`src/rsic_pkg.sv`:
```
// Purpose: Shared constants and types for the reset source and init control block.
// Assumes: 50 MHz system clock; async active-low power-on reset.
// Notes:   Register indices address the 8-bit register port directly.
package rsic_pkg;

  // ************************************
  // Timing
  // ************************************
  localparam int CLK_PERIOD_NS = 20;
  localparam int CLR_FILT_NS   = 200;
  localparam int CLR_FILT_CYC  = (CLR_FILT_NS + CLK_PERIOD_NS - 1) / CLK_PERIOD_NS;
  localparam int RST_HOLD_NS   = 20;
  localparam int RST_HOLD_CYC  = (RST_HOLD_NS + CLK_PERIOD_NS - 1) / CLK_PERIOD_NS;

  // ************************************
  // Register map
  // ************************************
  localparam logic [2:0] ADDR_CAUSE  = 3'h0;
  localparam logic [2:0] ADDR_LAST   = 3'h1;
  localparam logic [2:0] ADDR_STATUS = 3'h2;
  localparam logic [2:0] ADDR_MASK   = 3'h3;
  localparam logic [2:0] ADDR_CTRL   = 3'h4;

  // Cause flag positions in the reset cause register
  localparam int FLG_BROWNOUT = 0;
  localparam int FLG_POR      = 1;
  localparam int FLG_PWR_DOWN = 2;
  localparam int FLG_EXPIRED  = 3;
  localparam int FLG_INSTR    = 4;
  localparam logic [4:0] CAUSE_COLD  = 5'h1c;
  localparam logic [4:0] CAUSE_SW_WR = 5'h13;

  // Cause indices in last-cause and status registers
  localparam int EV_POR      = 0;
  localparam int EV_PIN_RUN  = 1;
  localparam int EV_PIN_SLP  = 2;
  localparam int EV_WATCHDOG = 3;
  localparam int EV_BROWNOUT = 4;
  localparam int EV_INSTR    = 5;
  localparam int EV_STKF     = 6;
  localparam int EV_STKU     = 7;
  localparam logic [7:0] LAST_COLD   = 8'h01;
  localparam logic [7:0] STATUS_COLD = 8'h01;
  localparam logic [7:0] MASK_COLD   = 8'h00;

  // ************************************
  // Core-facing values
  // ************************************
  localparam logic [20:0] VEC_HIGH = 21'h000008;
  localparam logic [20:0] VEC_LOW  = 21'h000018;
  localparam logic [20:0] PC_STEP  = 21'h000002;
  localparam logic [4:0]  SP_STEP  = 5'h01;
  localparam logic [6:0]  IRQ_CTRL_RST_HI = 7'h00;
  localparam logic [2:0]  OSC_EXT_IO  = 3'h5;
  localparam logic [2:0]  OSC_RCAP_IO = 3'h7;
  localparam logic [2:0]  CTRL_COLD   = 3'h0;
  localparam int PORT_A_GATED_BIT = 6;

  typedef enum logic {RSIC_ST_RUN, RSIC_ST_HOLD} rsic_state_t;

  // Clears the gated port A bit when the oscillator owns the pin
  function automatic logic [7:0] rsic_gate_bit6(input logic [7:0] v, input logic en);
    logic [7:0] r;
    r = v;
    r[PORT_A_GATED_BIT] = v[PORT_A_GATED_BIT] & en;
    return r;
  endfunction

endpackage

```
`src/rsic_filt_if.sv`:
```
// Purpose: Carries the master clear pin level to the filter and the verdict back.
// Assumes: Single clock domain.
// Notes:   The pin is only ever read.
`timescale 1ns/1ps
interface rsic_filt_if;
  logic pin_n;
  logic asserted;
  logic assert_pulse;
  modport filt (input pin_n, output asserted, output assert_pulse);
  modport core (output pin_n, input asserted, input assert_pulse);
endinterface

```
`src/rsic_top.sv`:
```
// Purpose: Combines reset sources, records the cause and steers core init values.
// Assumes: All inputs except the async reset i_rst_n synchronous to i_mclk; event inputs are one-cycle pulses.
// Notes:   Core holds defined-state registers at reset values while o_core_rst_n is low.
`timescale 1ns/1ps
module rsic_top #(
  parameter int FILT_CYC = rsic_pkg::CLR_FILT_CYC,
  parameter int HOLD_CYC = rsic_pkg::RST_HOLD_CYC
) (
  input  wire logic        i_mclk,
  input  wire logic        i_rst_n,
  input  wire logic        i_clear_pin_n,
  input  wire logic        i_brownout,
  input  wire logic        i_watchdog_expire,
  input  wire logic        i_reset_instr,
  input  wire logic        i_stack_full,
  input  wire logic        i_stack_underflow,
  input  wire logic        i_sleeping,
  input  wire logic        i_wake_irq,
  input  wire logic        i_irq_high,
  input  wire logic        i_high_priority_global_enable,
  input  wire logic        i_low_priority_global_enable,
  input  wire logic [20:0] i_pc,
  input  wire logic [4:0]  i_stack_pointer,
  input  wire logic        i_irq_ctrl_keep,
  input  wire logic [7:0]  i_port_a_pins,
  input  wire logic [7:0]  i_port_a_latch,
  input  wire logic [7:0]  i_port_a_direction,
  input  wire logic [2:0]  i_addr,
  input  wire logic [7:0]  i_wdata,
  input  wire logic        i_wr,
  input  wire logic        i_rd,
  output logic      [7:0]  o_rdata,
  output logic             o_core_rst_n,
  output logic             o_gpr_cold,
  output logic             o_long_write_clr,
  output logic      [7:0]  o_irq_ctrl_value,
  output logic             o_pc_load,
  output logic      [20:0] o_pc_value,
  output logic             o_tos_load,
  output logic      [20:0] o_tos_value,
  output logic      [4:0]  o_stack_pointer_value,
  output logic      [1:0]  o_wake_flag_set,
  output logic      [7:0]  o_port_a_pins,
  output logic      [7:0]  o_port_a_latch,
  output logic      [7:0]  o_port_a_direction,
  output logic             o_irq
);

  localparam int HW = $clog2(HOLD_CYC + 1);
  localparam logic [HW-1:0] HOLD_LOAD = HW'(HOLD_CYC);

  if (HOLD_CYC < 1 || FILT_CYC < 1) begin : g_bad
    $error("HOLD_CYC and FILT_CYC must be at least 1");
  end

  // ************************************
  // Master clear filter
  // ************************************
  rsic_filt_if clr_if ();

  assign clr_if.pin_n = i_clear_pin_n;

  rsic_pin_filter #(
    .FILT_CYC (FILT_CYC)
  ) u_filter (
    .i_mclk  (i_mclk),
    .i_rst_n (i_rst_n),
    .f       (clr_if)
  );

  // ************************************
  // Source detection
  // ************************************
  rsic_pkg::rsic_state_t state;
  rsic_pkg::rsic_state_t next_state;
  logic [HW-1:0] hold_cnt;
  logic          brownout_q;
  logic [7:0]    ev;
  logic [7:0]    ev_pick;
  logic          src_now;
  logic          running;
  logic          wake_ev;
  logic          wake_gie;
  logic [4:0]    cause;
  logic [7:0]    last_cause;
  logic [7:0]    status;
  logic [7:0]    mask;
  logic [2:0]    osc_mode;
  logic          port_a6_en;

  assign running = (state == rsic_pkg::RSIC_ST_RUN);

  // Core-issued events count only while the core runs
  always_comb begin
    ev = '0;
    ev[rsic_pkg::EV_PIN_RUN]  = clr_if.assert_pulse && !i_sleeping;
    ev[rsic_pkg::EV_PIN_SLP]  = clr_if.assert_pulse && i_sleeping;
    ev[rsic_pkg::EV_WATCHDOG] = i_watchdog_expire && !i_sleeping && running;
    ev[rsic_pkg::EV_BROWNOUT] = i_brownout && !brownout_q;
    ev[rsic_pkg::EV_INSTR]    = i_reset_instr && running;
    ev[rsic_pkg::EV_STKF]     = i_stack_full && running;
    ev[rsic_pkg::EV_STKU]     = i_stack_underflow && running;
  end

  // Lowest index wins when causes coincide
  assign ev_pick  = ev & (~ev + 8'h01);
  // Pin only read through the filter; nothing here drives it
  assign src_now  = clr_if.asserted || i_brownout || (|ev);
  assign wake_ev  = running && i_sleeping && (i_wake_irq || i_watchdog_expire) && !src_now;
  assign wake_gie = wake_ev && i_wake_irq
                    && (i_high_priority_global_enable || i_low_priority_global_enable);

  always_ff @(posedge i_mclk or negedge i_rst_n) begin
    if (!i_rst_n) begin
      brownout_q <= 1'b0;
    end else begin
      brownout_q <= i_brownout;
    end
  end

  // ************************************
  // Reset sequencer
  // ************************************
  always_comb begin
    next_state = state;
    unique case (state)
      rsic_pkg::RSIC_ST_RUN: begin
        if (src_now) begin
          next_state = rsic_pkg::RSIC_ST_HOLD;
        end
      end
      rsic_pkg::RSIC_ST_HOLD: begin
        if (!src_now && hold_cnt == '0) begin
          next_state = rsic_pkg::RSIC_ST_RUN;
        end
      end
    endcase
  end

  // Counter reloads while any source is active, so release trails the last one
  always_ff @(posedge i_mclk or negedge i_rst_n) begin
    if (!i_rst_n) begin
      state        <= rsic_pkg::RSIC_ST_HOLD;
      hold_cnt     <= HOLD_LOAD;
      o_core_rst_n <= 1'b0;
    end else begin
      state        <= next_state;
      o_core_rst_n <= (next_state == rsic_pkg::RSIC_ST_RUN);
      if (src_now) begin
        hold_cnt <= HOLD_LOAD;
      end else if (hold_cnt != '0) begin
        hold_cnt <= hold_cnt - HW'(1);
      end
    end
  end

  // Stays high only until the first release after power-on
  always_ff @(posedge i_mclk or negedge i_rst_n) begin
    if (!i_rst_n) begin
      o_gpr_cold <= 1'b1;
    end else if (running) begin
      o_gpr_cold <= 1'b0;
    end
  end

  // Cold reset starts with the clear pending; warm entries decide afresh
  always_ff @(posedge i_mclk or negedge i_rst_n) begin
    if (!i_rst_n) begin
      o_long_write_clr <= 1'b1;
    end else if (running && src_now) begin
      o_long_write_clr <= clr_if.assert_pulse;
    end else if (!running) begin
      o_long_write_clr <= o_long_write_clr || clr_if.assert_pulse;
    end else begin
      o_long_write_clr <= 1'b0;
    end
  end

  // Value the core loads into interrupt control during reset
  always_ff @(posedge i_mclk or negedge i_rst_n) begin
    if (!i_rst_n) begin
      o_irq_ctrl_value <= '0;
    end else if (running && src_now) begin
      o_irq_ctrl_value <= {rsic_pkg::IRQ_CTRL_RST_HI, i_irq_ctrl_keep};
    end
  end

  // ************************************
  // Wake from sleep
  // ************************************
  // Wake never enters the hold state, so no reset values are applied
  always_ff @(posedge i_mclk or negedge i_rst_n) begin
    if (!i_rst_n) begin
      o_pc_load             <= 1'b0;
      o_pc_value            <= '0;
      o_tos_load            <= 1'b0;
      o_tos_value           <= '0;
      o_stack_pointer_value <= '0;
      o_wake_flag_set       <= '0;
    end else begin
      o_pc_load       <= wake_ev;
      o_tos_load      <= wake_gie;
      o_wake_flag_set <= {wake_ev && !i_wake_irq, wake_ev && i_wake_irq};
      if (wake_gie) begin
        o_pc_value            <= i_irq_high ? rsic_pkg::VEC_HIGH : rsic_pkg::VEC_LOW;
        o_tos_value           <= i_pc;
        o_stack_pointer_value <= i_stack_pointer + rsic_pkg::SP_STEP;
      end else if (wake_ev) begin
        o_pc_value <= i_pc + rsic_pkg::PC_STEP;
      end
    end
  end

  // ************************************
  // Cause flags and event status
  // ************************************
  // Hardware updates beat a same-cycle software write
  always_ff @(posedge i_mclk or negedge i_rst_n) begin
    if (!i_rst_n) begin
      cause <= rsic_pkg::CAUSE_COLD;
    end else if (|ev_pick) begin
      if (ev_pick[rsic_pkg::EV_PIN_SLP]) begin
        cause[rsic_pkg::FLG_EXPIRED]  <= 1'b1;
        cause[rsic_pkg::FLG_PWR_DOWN] <= 1'b0;
      end
      if (ev_pick[rsic_pkg::EV_WATCHDOG]) begin
        cause[rsic_pkg::FLG_EXPIRED]  <= 1'b0;
        cause[rsic_pkg::FLG_PWR_DOWN] <= 1'b1;
      end
      if (ev_pick[rsic_pkg::EV_BROWNOUT]) begin
        cause[rsic_pkg::FLG_INSTR]    <= 1'b1;
        cause[rsic_pkg::FLG_EXPIRED]  <= 1'b1;
        cause[rsic_pkg::FLG_PWR_DOWN] <= 1'b1;
        cause[rsic_pkg::FLG_BROWNOUT] <= 1'b0;
      end
      if (ev_pick[rsic_pkg::EV_INSTR]) begin
        cause[rsic_pkg::FLG_INSTR] <= 1'b0;
      end
    end else if (wake_ev) begin
      cause[rsic_pkg::FLG_EXPIRED]  <= i_wake_irq;
      cause[rsic_pkg::FLG_PWR_DOWN] <= 1'b0;
    end else if (i_wr && i_addr == rsic_pkg::ADDR_CAUSE) begin
      cause <= (cause & ~rsic_pkg::CAUSE_SW_WR) | (i_wdata[4:0] & rsic_pkg::CAUSE_SW_WR);
    end
  end

  always_ff @(posedge i_mclk or negedge i_rst_n) begin
    if (!i_rst_n) begin
      last_cause <= rsic_pkg::LAST_COLD;
    end else if (|ev_pick) begin
      last_cause <= ev_pick;
    end
  end

  // Sticky: a new event survives a same-cycle write-one clear
  always_ff @(posedge i_mclk or negedge i_rst_n) begin
    if (!i_rst_n) begin
      status <= rsic_pkg::STATUS_COLD;
    end else if (i_wr && i_addr == rsic_pkg::ADDR_STATUS) begin
      status <= (status & ~i_wdata) | ev;
    end else begin
      status <= status | ev;
    end
  end

  assign o_irq = |(status & mask);

  // ************************************
  // Register port
  // ************************************
  always_ff @(posedge i_mclk or negedge i_rst_n) begin
    if (!i_rst_n) begin
      mask     <= rsic_pkg::MASK_COLD;
      osc_mode <= rsic_pkg::CTRL_COLD;
    end else if (i_wr) begin
      if (i_addr == rsic_pkg::ADDR_MASK) begin
        mask <= i_wdata;
      end
      if (i_addr == rsic_pkg::ADDR_CTRL) begin
        osc_mode <= i_wdata[2:0];
      end
    end
  end

  always_ff @(posedge i_mclk or negedge i_rst_n) begin
    if (!i_rst_n) begin
      o_rdata <= '0;
    end else if (i_rd) begin
      unique case (i_addr)
        rsic_pkg::ADDR_CAUSE:  o_rdata <= {3'h0, cause};
        rsic_pkg::ADDR_LAST:   o_rdata <= last_cause;
        rsic_pkg::ADDR_STATUS: o_rdata <= status;
        rsic_pkg::ADDR_MASK:   o_rdata <= mask;
        rsic_pkg::ADDR_CTRL:   o_rdata <= {5'h00, osc_mode};
        default:               o_rdata <= '0;
      endcase
    end else begin
      o_rdata <= '0;
    end
  end

  // ************************************
  // Port A bit 6 gating
  // ************************************
  assign port_a6_en = (osc_mode == rsic_pkg::OSC_EXT_IO) || (osc_mode == rsic_pkg::OSC_RCAP_IO);

  always_ff @(posedge i_mclk or negedge i_rst_n) begin
    if (!i_rst_n) begin
      o_port_a_pins      <= '0;
      o_port_a_latch     <= '0;
      o_port_a_direction <= '0;
    end else begin
      o_port_a_pins      <= rsic_pkg::rsic_gate_bit6(i_port_a_pins, port_a6_en);
      o_port_a_latch     <= rsic_pkg::rsic_gate_bit6(i_port_a_latch, port_a6_en);
      o_port_a_direction <= rsic_pkg::rsic_gate_bit6(i_port_a_direction, port_a6_en);
    end
  end
endmodule

```
`src/rsic_master_clear_pin_filter.sv`:
```
// Purpose: Rejects short low pulses on the master clear pin.
// Assumes: Pin already synchronous to i_mclk.
// Notes:   Release is immediate; only assertion is qualified.
`timescale 1ns/1ps
module rsic_pin_filter #(
  parameter int FILT_CYC = rsic_pkg::CLR_FILT_CYC
) (
  input  wire logic i_mclk,
  input  wire logic i_rst_n,
  rsic_filt_if.filt f
);
  localparam int CW = $clog2(FILT_CYC + 1);
  localparam logic [CW-1:0] FILT_LAST = CW'(FILT_CYC - 1);

  if (FILT_CYC < 1) begin : g_bad
    $error("FILT_CYC must be at least 1");
  end

  logic [CW-1:0] low_cnt;
  logic          asserted;
  logic          assert_pulse;

  always_ff @(posedge i_mclk or negedge i_rst_n) begin
    if (!i_rst_n) begin
      low_cnt <= '0;
    end else if (f.pin_n) begin
      low_cnt <= '0;
    end else if (low_cnt != FILT_LAST) begin
      low_cnt <= low_cnt + CW'(1);
    end
  end

  // A pulse shorter than FILT_CYC samples never reaches asserted
  always_ff @(posedge i_mclk or negedge i_rst_n) begin
    if (!i_rst_n) begin
      asserted     <= 1'b0;
      assert_pulse <= 1'b0;
    end else begin
      asserted     <= !f.pin_n && (low_cnt == FILT_LAST);
      assert_pulse <= !f.pin_n && (low_cnt == FILT_LAST) && !asserted;
    end
  end

  assign f.asserted     = asserted;
  assign f.assert_pulse = assert_pulse;
endmodule

```
`config.mk`:
```
export PLATFORM = sky130hd
export DESIGN_NAME = rsic_top
export DESIGN_NICKNAME = d
export VERILOG_FILES = /design/src/rsic_pkg.sv /design/src/rsic_filt_if.sv /design/src/rsic_top.sv /design/src/rsic_master_clear_pin_filter.sv
export SDC_FILE = /design/constraint.sdc
export NUM_CORES = 1
export LEC_CHECK = 0
export BUFFER_PORTS_ARGS = -buffer_cell sky130_fd_sc_hd__clkbuf_2
export CORE_MARGIN = 3
export CORE_UTILIZATION = 40
export CTS_CLUSTER_DIAMETER = 100
export DETAILED_ROUTE_END_ITERATION = 10
export GPL_TIMING_DRIVEN = 0
export PLACE_DENSITY = 0.75
export SYNTH_ARGS = -nofsm -noshare
export SYNTH_HDL_FRONTEND = slang
export SYNTH_HIERARCHICAL = 1
export SYNTH_SLANG_ARGS = --single-unit
```
`constraint.sdc`:
```
create_clock -name i_mclk -period 3 [get_ports i_mclk]
set_input_delay 0 -clock i_mclk [delete_from_list [all_inputs] [get_ports i_mclk]]
set_output_delay 0 -clock i_mclk [all_outputs]
set_load 0.02 [all_outputs]
```
==> results.ini, run 1 <==
[timing]
worst_slew_pin_slew_ps = 1090
hold_viol_final = 0
fin_skew_ps = 8.50
whs_ps = 32.1
max_freq_mhz = 405
layout_min_cycle_time_ps = 2470
tns_ps = 0
fin_crit_sh_pct = 82.2
rsz0062_at_grt = false
setup_viol = 0
drv_slew = 0
relSlewSlack_pct = 27.0

[clock_tree]
clock-sinks = 128
clk_pin_slew_ps = 60
cts_setup_buffers = 0
cts-buffers-inserted = 17
post_cts_resize_count = 0
cts_tree = done
clkLatencyLatePin_ps = 420
cts_hold_buf = 69
clockBufferDepth = 2
cts-root-buf = clkbuf_16
htreeDepth = 4

[pwr]
p_leak_uw = 0.00393
vdd.ir_drop.worst_mv = 0.365
power-per-cell-area_nw_per_um2 = 648

[yosys]
synth_top_family_by_area = simple AND/OR/NAND/NOR gates
synthFlopType = dfrtp_1
synth_top_area_share_pct = 54.5
yosys.area.top_type = dfrtp_1
syn_inst = 443
syn_area_um2 = 5470
synth-seq-area-share_pct = 58.8
synth_edf_count = 0
synth_simple_gate_area_share_pct = 13.5
synthMuxAreaShare_pct = 11.7
synth_cell_type_count = 53
synthTopCellsByArea = dfrtp_1 54%, mux2_4 5.2%, mux2_2 4.9%
ys_seq_elements = 128
synth_compound_area_share_pct = 7.97
avgSynthCellArea_um2 = 12.3
synthAdderAreaFrac_pct = 0.916
synth_xor_area_share_pct = 3.69
yosys_warnings = 6
synthArstFlopShare_pct = 100

[cells_and_area]
multi_input_area_um2 = 2090
regArea_um2 = 3210
utilization_pct = 59.4
layout_commonest_cell = clkbuf_2
fin_cells = 890
final_cell_mix = 161 x clkbuf_2, 119 x dfrtp_1, 69 x dlygate4sd3_1
drive_gt1_share_pct = 37.4
syn2layout_area_growth_pct = 44.5
nets = 781
fillers = 1042

[global_route]
grtUsageTotal_pct = 19.5
antenna_found_initial = 0
grt_max_degree = 92
grt_pass1_vias = 4604
grt_overflow = 0
grt_pass1_wl_um = 22900

[die]
core_um2 = 13300
die_x_um = 123
dieArea_um2 = 15100
io_pins = 172
die_y_um = 123
initial_core_util_pct = 41.1
rows = 42

[worst_setup_path]
critical_path.cell_chain = nor3b_1, or3_1, buf_2, or3_4, nor2_8, buf_12, mux2_4
r2r_cells = 7
cp.depth = 7
crit_family = simple AND/OR/NAND/NOR gates
critical_path_arrival_ps = 2760
path_max_fanout = 10
ff2ff_setup_slack_ps = 530
critPathCaptureType = flip-flop
startpoint_type = flip-flop
max_stage_delay_ps = 550
cp_slowest_cell = dfstp_2
crit_buf_inv = 2
path_class = flip-flop to flip-flop
cp.required_ps = 3290

[drt]
wl_met2_um = 7210
wl_met1_um = 5850
post_drt_via_cell_ratio = 5.02
vias = 4466
top_layer_used = met4
drtPass1Iterations = 5
drc_errors = 0
ant_nets = 0
drt_iter0_drc = 284
dr_wl_met3_um = 945
wire_per_inst_um = 16.2
wl_um = 14400

[outcome]
status = completed

[place]
dpl.hpwl_um = 10000
placed_cells = 788
gp_congestion = 0.837
portBuffers = 162

[flow_run]
drv_cap = 0

[hold_path]
holdCritPathClass = primary input to flip-flop
whs_path_depth = 3

==> state kept, by name (all words and copies together), names as in the netlist, 8 cells and up <==
signal and count:
o_rdata 8, o_port_a_pins 8, last_cause 8, o_tos_value 21, o_port_a_latch 8, mask 8, o_port_a_direction 8, status 8
o_pc_value 21
==> cell type report <==
type	count	area share, %
Timing Repair Buffer	232	19.5
Multi-Input combinational cell	293	26.4
Antenna cell	1	0.0317
Sequential cell	128	40.7
Tap cell	176	2.79
Buffer	21	1.95
Inverter	7	0.396
Clock inverter	13	2.64
Clock buffer	19	5.61
==> cell usage after synthesis (2+ instances only) <==
library cell and instances:
ha_1 4, nand3_1 17, a22oi_1 7, nor3_1 7, a21boi_0 4, dfrtp_1 119, mux2_2 24, a21oi_1 5
mux2_4 19, mux2i_1 4, nand2_1 51, mux4_2 2, or3_1 2, o311ai_0 3, buf_4 7, nor2_1 29
o21a_1 2, nor4_1 3, nor3b_1 3, inv_1 6, and3_1 9, nand4_1 6, nand2b_1 3, buf_6 2
clkbuf_1 8, o21ai_0 11, o22ai_1 2, xor2_1 11, a22o_1 3, and2_1 3, buf_12 2, o31ai_1 11
dfstp_2 9, nor2b_1 9, xnor2_1 12, a21o_1 7
==> stage by stage <==
step	area, um2	worst slack, ps	power [uW]
floorplan	5490	729	2500
global placement	6520	47.9	2790
detailed placement	6560	543	2830
CTS	7900	523	5160
global route	7900	420	5350
finish	7900	533	5120
==> worst min-delay path, cell delays in order <==
cell and delay [ps]:
clkbuf_2 110, xor2_1 140, mux2_4 160
==> metal layers <==
metal	vias to the layer above	global-route usage, %
met3	35	4.57
met4	0	9.52
li1	2063	-
met5	-	0
met2	192	32.4
met1	2176	24.0
==> logic make-up (layout without fill, tap and decap cells) <==
logic type	Yosys count	count (layout)
AOI/OAI and AO/OA	62	62
xor gates and xnor gates	23	23
adders and majority gates	4	4
buffers and inverters	28	292
DFF	128	128
muxes	49	49
other	1	8
and+or+nand+nor	148	148
==> power by group <==
| part | total [uW] | switching, uW | internal [uW] |
|---|---|---|---|
| clock network | 2240 | 746 | 1500 |
| registers | 2050 | 123 | 1930 |
| logic | 823 | 450 | 373 |
==> worst paths after layout <==
| check | from | endpoint |
|---|---|---|
| max | state | o_stack_pointer_value[2] |
| min | i_stack_pointer[2] | o_stack_pointer_value[2] |
| min in group asynchronous | i_rst_n | o_tos_value[8] |
| min reg2reg | u_filter/f.asserted | u_filter/f.assert_pulse |
| max reg2reg | state | o_stack_pointer_value[2] |
| max in group asynchronous | i_rst_n | status[0] |
(Power assumes the default switching activity.)
==> inputs of run 2 (changes only) <==
Settings changed: PLACE_DENSITY 0.75 to 0.78.
Clock period 3 ns to 2.05 ns, I/O delays scaled along.
==> results.ini, run 2 (synthesis gave the netlist of run 1 again) <==
[clock_tree]
htreeDepth = 4  ; unchanged
clockBufferDepth = 2  ; unchanged
clk_pin_slew_ps = 50  ; about the same
cts-root-buf = clkbuf_16
cts-buffers-inserted = 17  ; unchanged
clock-sinks = 128  ; unchanged
clkLatencyLatePin_ps = 420  ; about the same
cts_tree = done

[cells_and_area]
syn2layout_area_growth_pct = 49.7
layout_commonest_cell = clkbuf_2
fin_cells = 899  ; +1.0%
n_antenna_cell = 0  ; -1
drive_gt1_share_pct = 41.6  ; +4.2 points
final_cell_mix = 162 x clkbuf_2, 119 x dfrtp_1, 70 x dlygate4sd3_1
nets = 791  ; +1.3%
stdcell_area_um2 = 8180  ; +3.5%
utilization_pct = 61.5  ; +2.1 points
top_regs = o_pc_value (21), o_tos_value (21)

[pwr]
p_leak_uw = 0.00404  ; +2.9%
p_comb_share_pct = 17.5  ; +1.4 points
share_seq_of_total_power_pct = 40.8  ; +0.7 points
power-per-cell-area_nw_per_um2 = 903  ; +39%
p_sw_uw = 1980  ; +50%
p_int_uw = 5410  ; +42%
p_clk_share_pct = 41.7  ; -2.1 points
vdd.ir_drop.worst_mv = 0.676  ; +85%
netSwitchingFraction_pct = 26.8  ; +0.99 points

[flow_run]
drv_cap = 0  ; unchanged

[drt]
wire_per_inst_um = 17.6  ; +8.3%
wl_um = 15800  ; +9.4%
ant_nets = 0  ; unchanged
drt_iter0_drc = 265  ; -6.7%
vias = 4620  ; +3.4%
drtPass1Iterations = 5  ; unchanged
post_drt_via_cell_ratio = 5.14  ; +2.4%
drc_errors = 0  ; unchanged

[worst_setup_path]
critical_path.cell_chain = nor3b_4, or3_4, or3_4, buf_4, buf_8, buf_4, o31ai_4
cp_slowest_cell = dfstp_2
crit-reg2reg-launch = state
cp-startpoint = state
max_stage_delay_ps = 560  ; about the same
ff2ff_setup_slack_ps = -160  ; -700 ps
path_max_fanout = 9  ; -1
path_class = flip-flop to flip-flop
cp.required_ps = 2370  ; -920 ps
r2r_cells = 7  ; unchanged
endpoint = o_pc_value[5]
critical_path_arrival_ps = 2530  ; -230 ps
r2r_end = o_pc_value[5]
critPathCaptureType = flip-flop
startpoint_type = flip-flop

[timing]
worst_slew_pin_slew_ps = 1410  ; +319 ps
hold_viol_final = 0  ; unchanged
rsz0062_at_grt = true
tns_ps = -4710  ; -4710 ps
max_freq_mhz = 452  ; +12%
setup_viol = 46  ; +46
fin_crit_sh_pct = 108  ; +26 points
drv_slew = 0  ; unchanged
relSlewSlack_pct = 5.51  ; -21 points
fin_skew_ps = 5.19  ; -3.31 ps
fin_ws_ps = -163  ; -696 ps
layout_min_cycle_time_ps = 2210  ; -254 ps

[global_route]
grt_overflow = 0  ; unchanged
grt_pass1_vias = 4696  ; +2.0%
grtUsageTotal_pct = 20.4  ; +0.85 points
grt_pass1_wl_um = 23500  ; +2.6%
antenna_found_initial = 0  ; unchanged
grt_max_degree = 97  ; +5.4%

[place]
placed_cell_area_um2 = 6570  ; +0.17%
gp_congestion = 0.919  ; +9.9%
portBuffers = 162  ; unchanged
placed_cells = 788  ; unchanged
dpl.hpwl_um = 9900  ; -1.0%
pre_cts_ws_ps = -302  ; -845 ps

[die]
core_um2 = 13300  ; unchanged
die_x_um = 123  ; unchanged
dieArea_um2 = 15100  ; unchanged
initial_core_util_pct = 41.1  ; unchanged
rows = 42  ; unchanged
io_pins = 172  ; unchanged
die_y_um = 123  ; unchanged

[outcome]
status = finished with violations
violations = setup timing

[hold_path]
holdCritPathClass = primary input to flip-flop

==> run 2: how the worst min path moves through the flow <==
stage,from,endpoint,slack (ps),depth (start not counted)
after global placement,i_port_a_direction[2],o_port_a_direction[2],110,1
after floorplan,i_rst_n,brownout_q,-300,0
final,i_stack_pointer[2],o_stack_pointer_value[2],20,3
after detailed placement,i_rst_n,o_tos_load,-80,1
after global routing,i_stack_pointer[2],o_stack_pointer_value[2],40,3
after CTS,i_stack_pointer[2],o_stack_pointer_value[2],2,3
==> run 2: layer usage <==
| layer | vias to the layer above | GRT usage, % | routed length (um) |
|---|---|---|---|
| li1 | 2073 | - | - |
| met1 | 2282 | 23.5 | 6060 |
| met2 | 216 | 34.0 | 8090 |
| met3 | 49 | 6.50 | 932 |
| met4 | 0 | 10.5 | 712 |
| met5 | - | 0 | 0 |
==> run 2: repair_timing <==
action,4_1_cts,5_1_grt
buffers inserted,10,2
endpoints found under the hold margin,232,0
cloned,1,0
resized for setup,21,47
hold buffers,70,0
endpoints found under the setup margin,50,49
pin swaps,2,11
==> run 2: power groups by stage <==
stage / sequential (uW) / clock (uW) / combinational [uW]
finish: 3010 / 3080 / 1290
global route: 3040 / 3250 / 1390
CTS: 3000 / 3130 / 1230
detailed placement: 3040 / 0 / 1100
global placement: 3020 / 0 / 1060
floorplan: 3200 / 0 / 457
==> run 2: worst max-delay path, delay by kind of cell (launching register included) <==
kind,cells,cell delay [ps]
AND/OR/NAND/NOR,3,840
flip-flops,1,560
buffers and inverters,3,450
AO/OA/AOI/OAI,1,270
==> run 2: area by class of cell <==
cell class / count / area (um2)
Buffer: 18 / 166
Clock buffer: 23 / 478
Clock inverter: 9 / 131
Fill cell: 994 / 5110
Inverter: 7 / 31.3
Multi-Input combinational cell: 293 / 2280
Sequential cell: 128 / 3210
Tap cell: 176 / 220
Timing Repair Buffer: 245 / 1660
==> run 2: per-stage QoR <==
stage          hold WS (ps)  power (uW)
3_3_place_gp            109        4080
3_5_place_dp          -75.2        4140
4_1_cts                2.45        7360
2_1_floorplan          -296        3660
5_1_grt                41.5        7680
6_report               17.1        7390
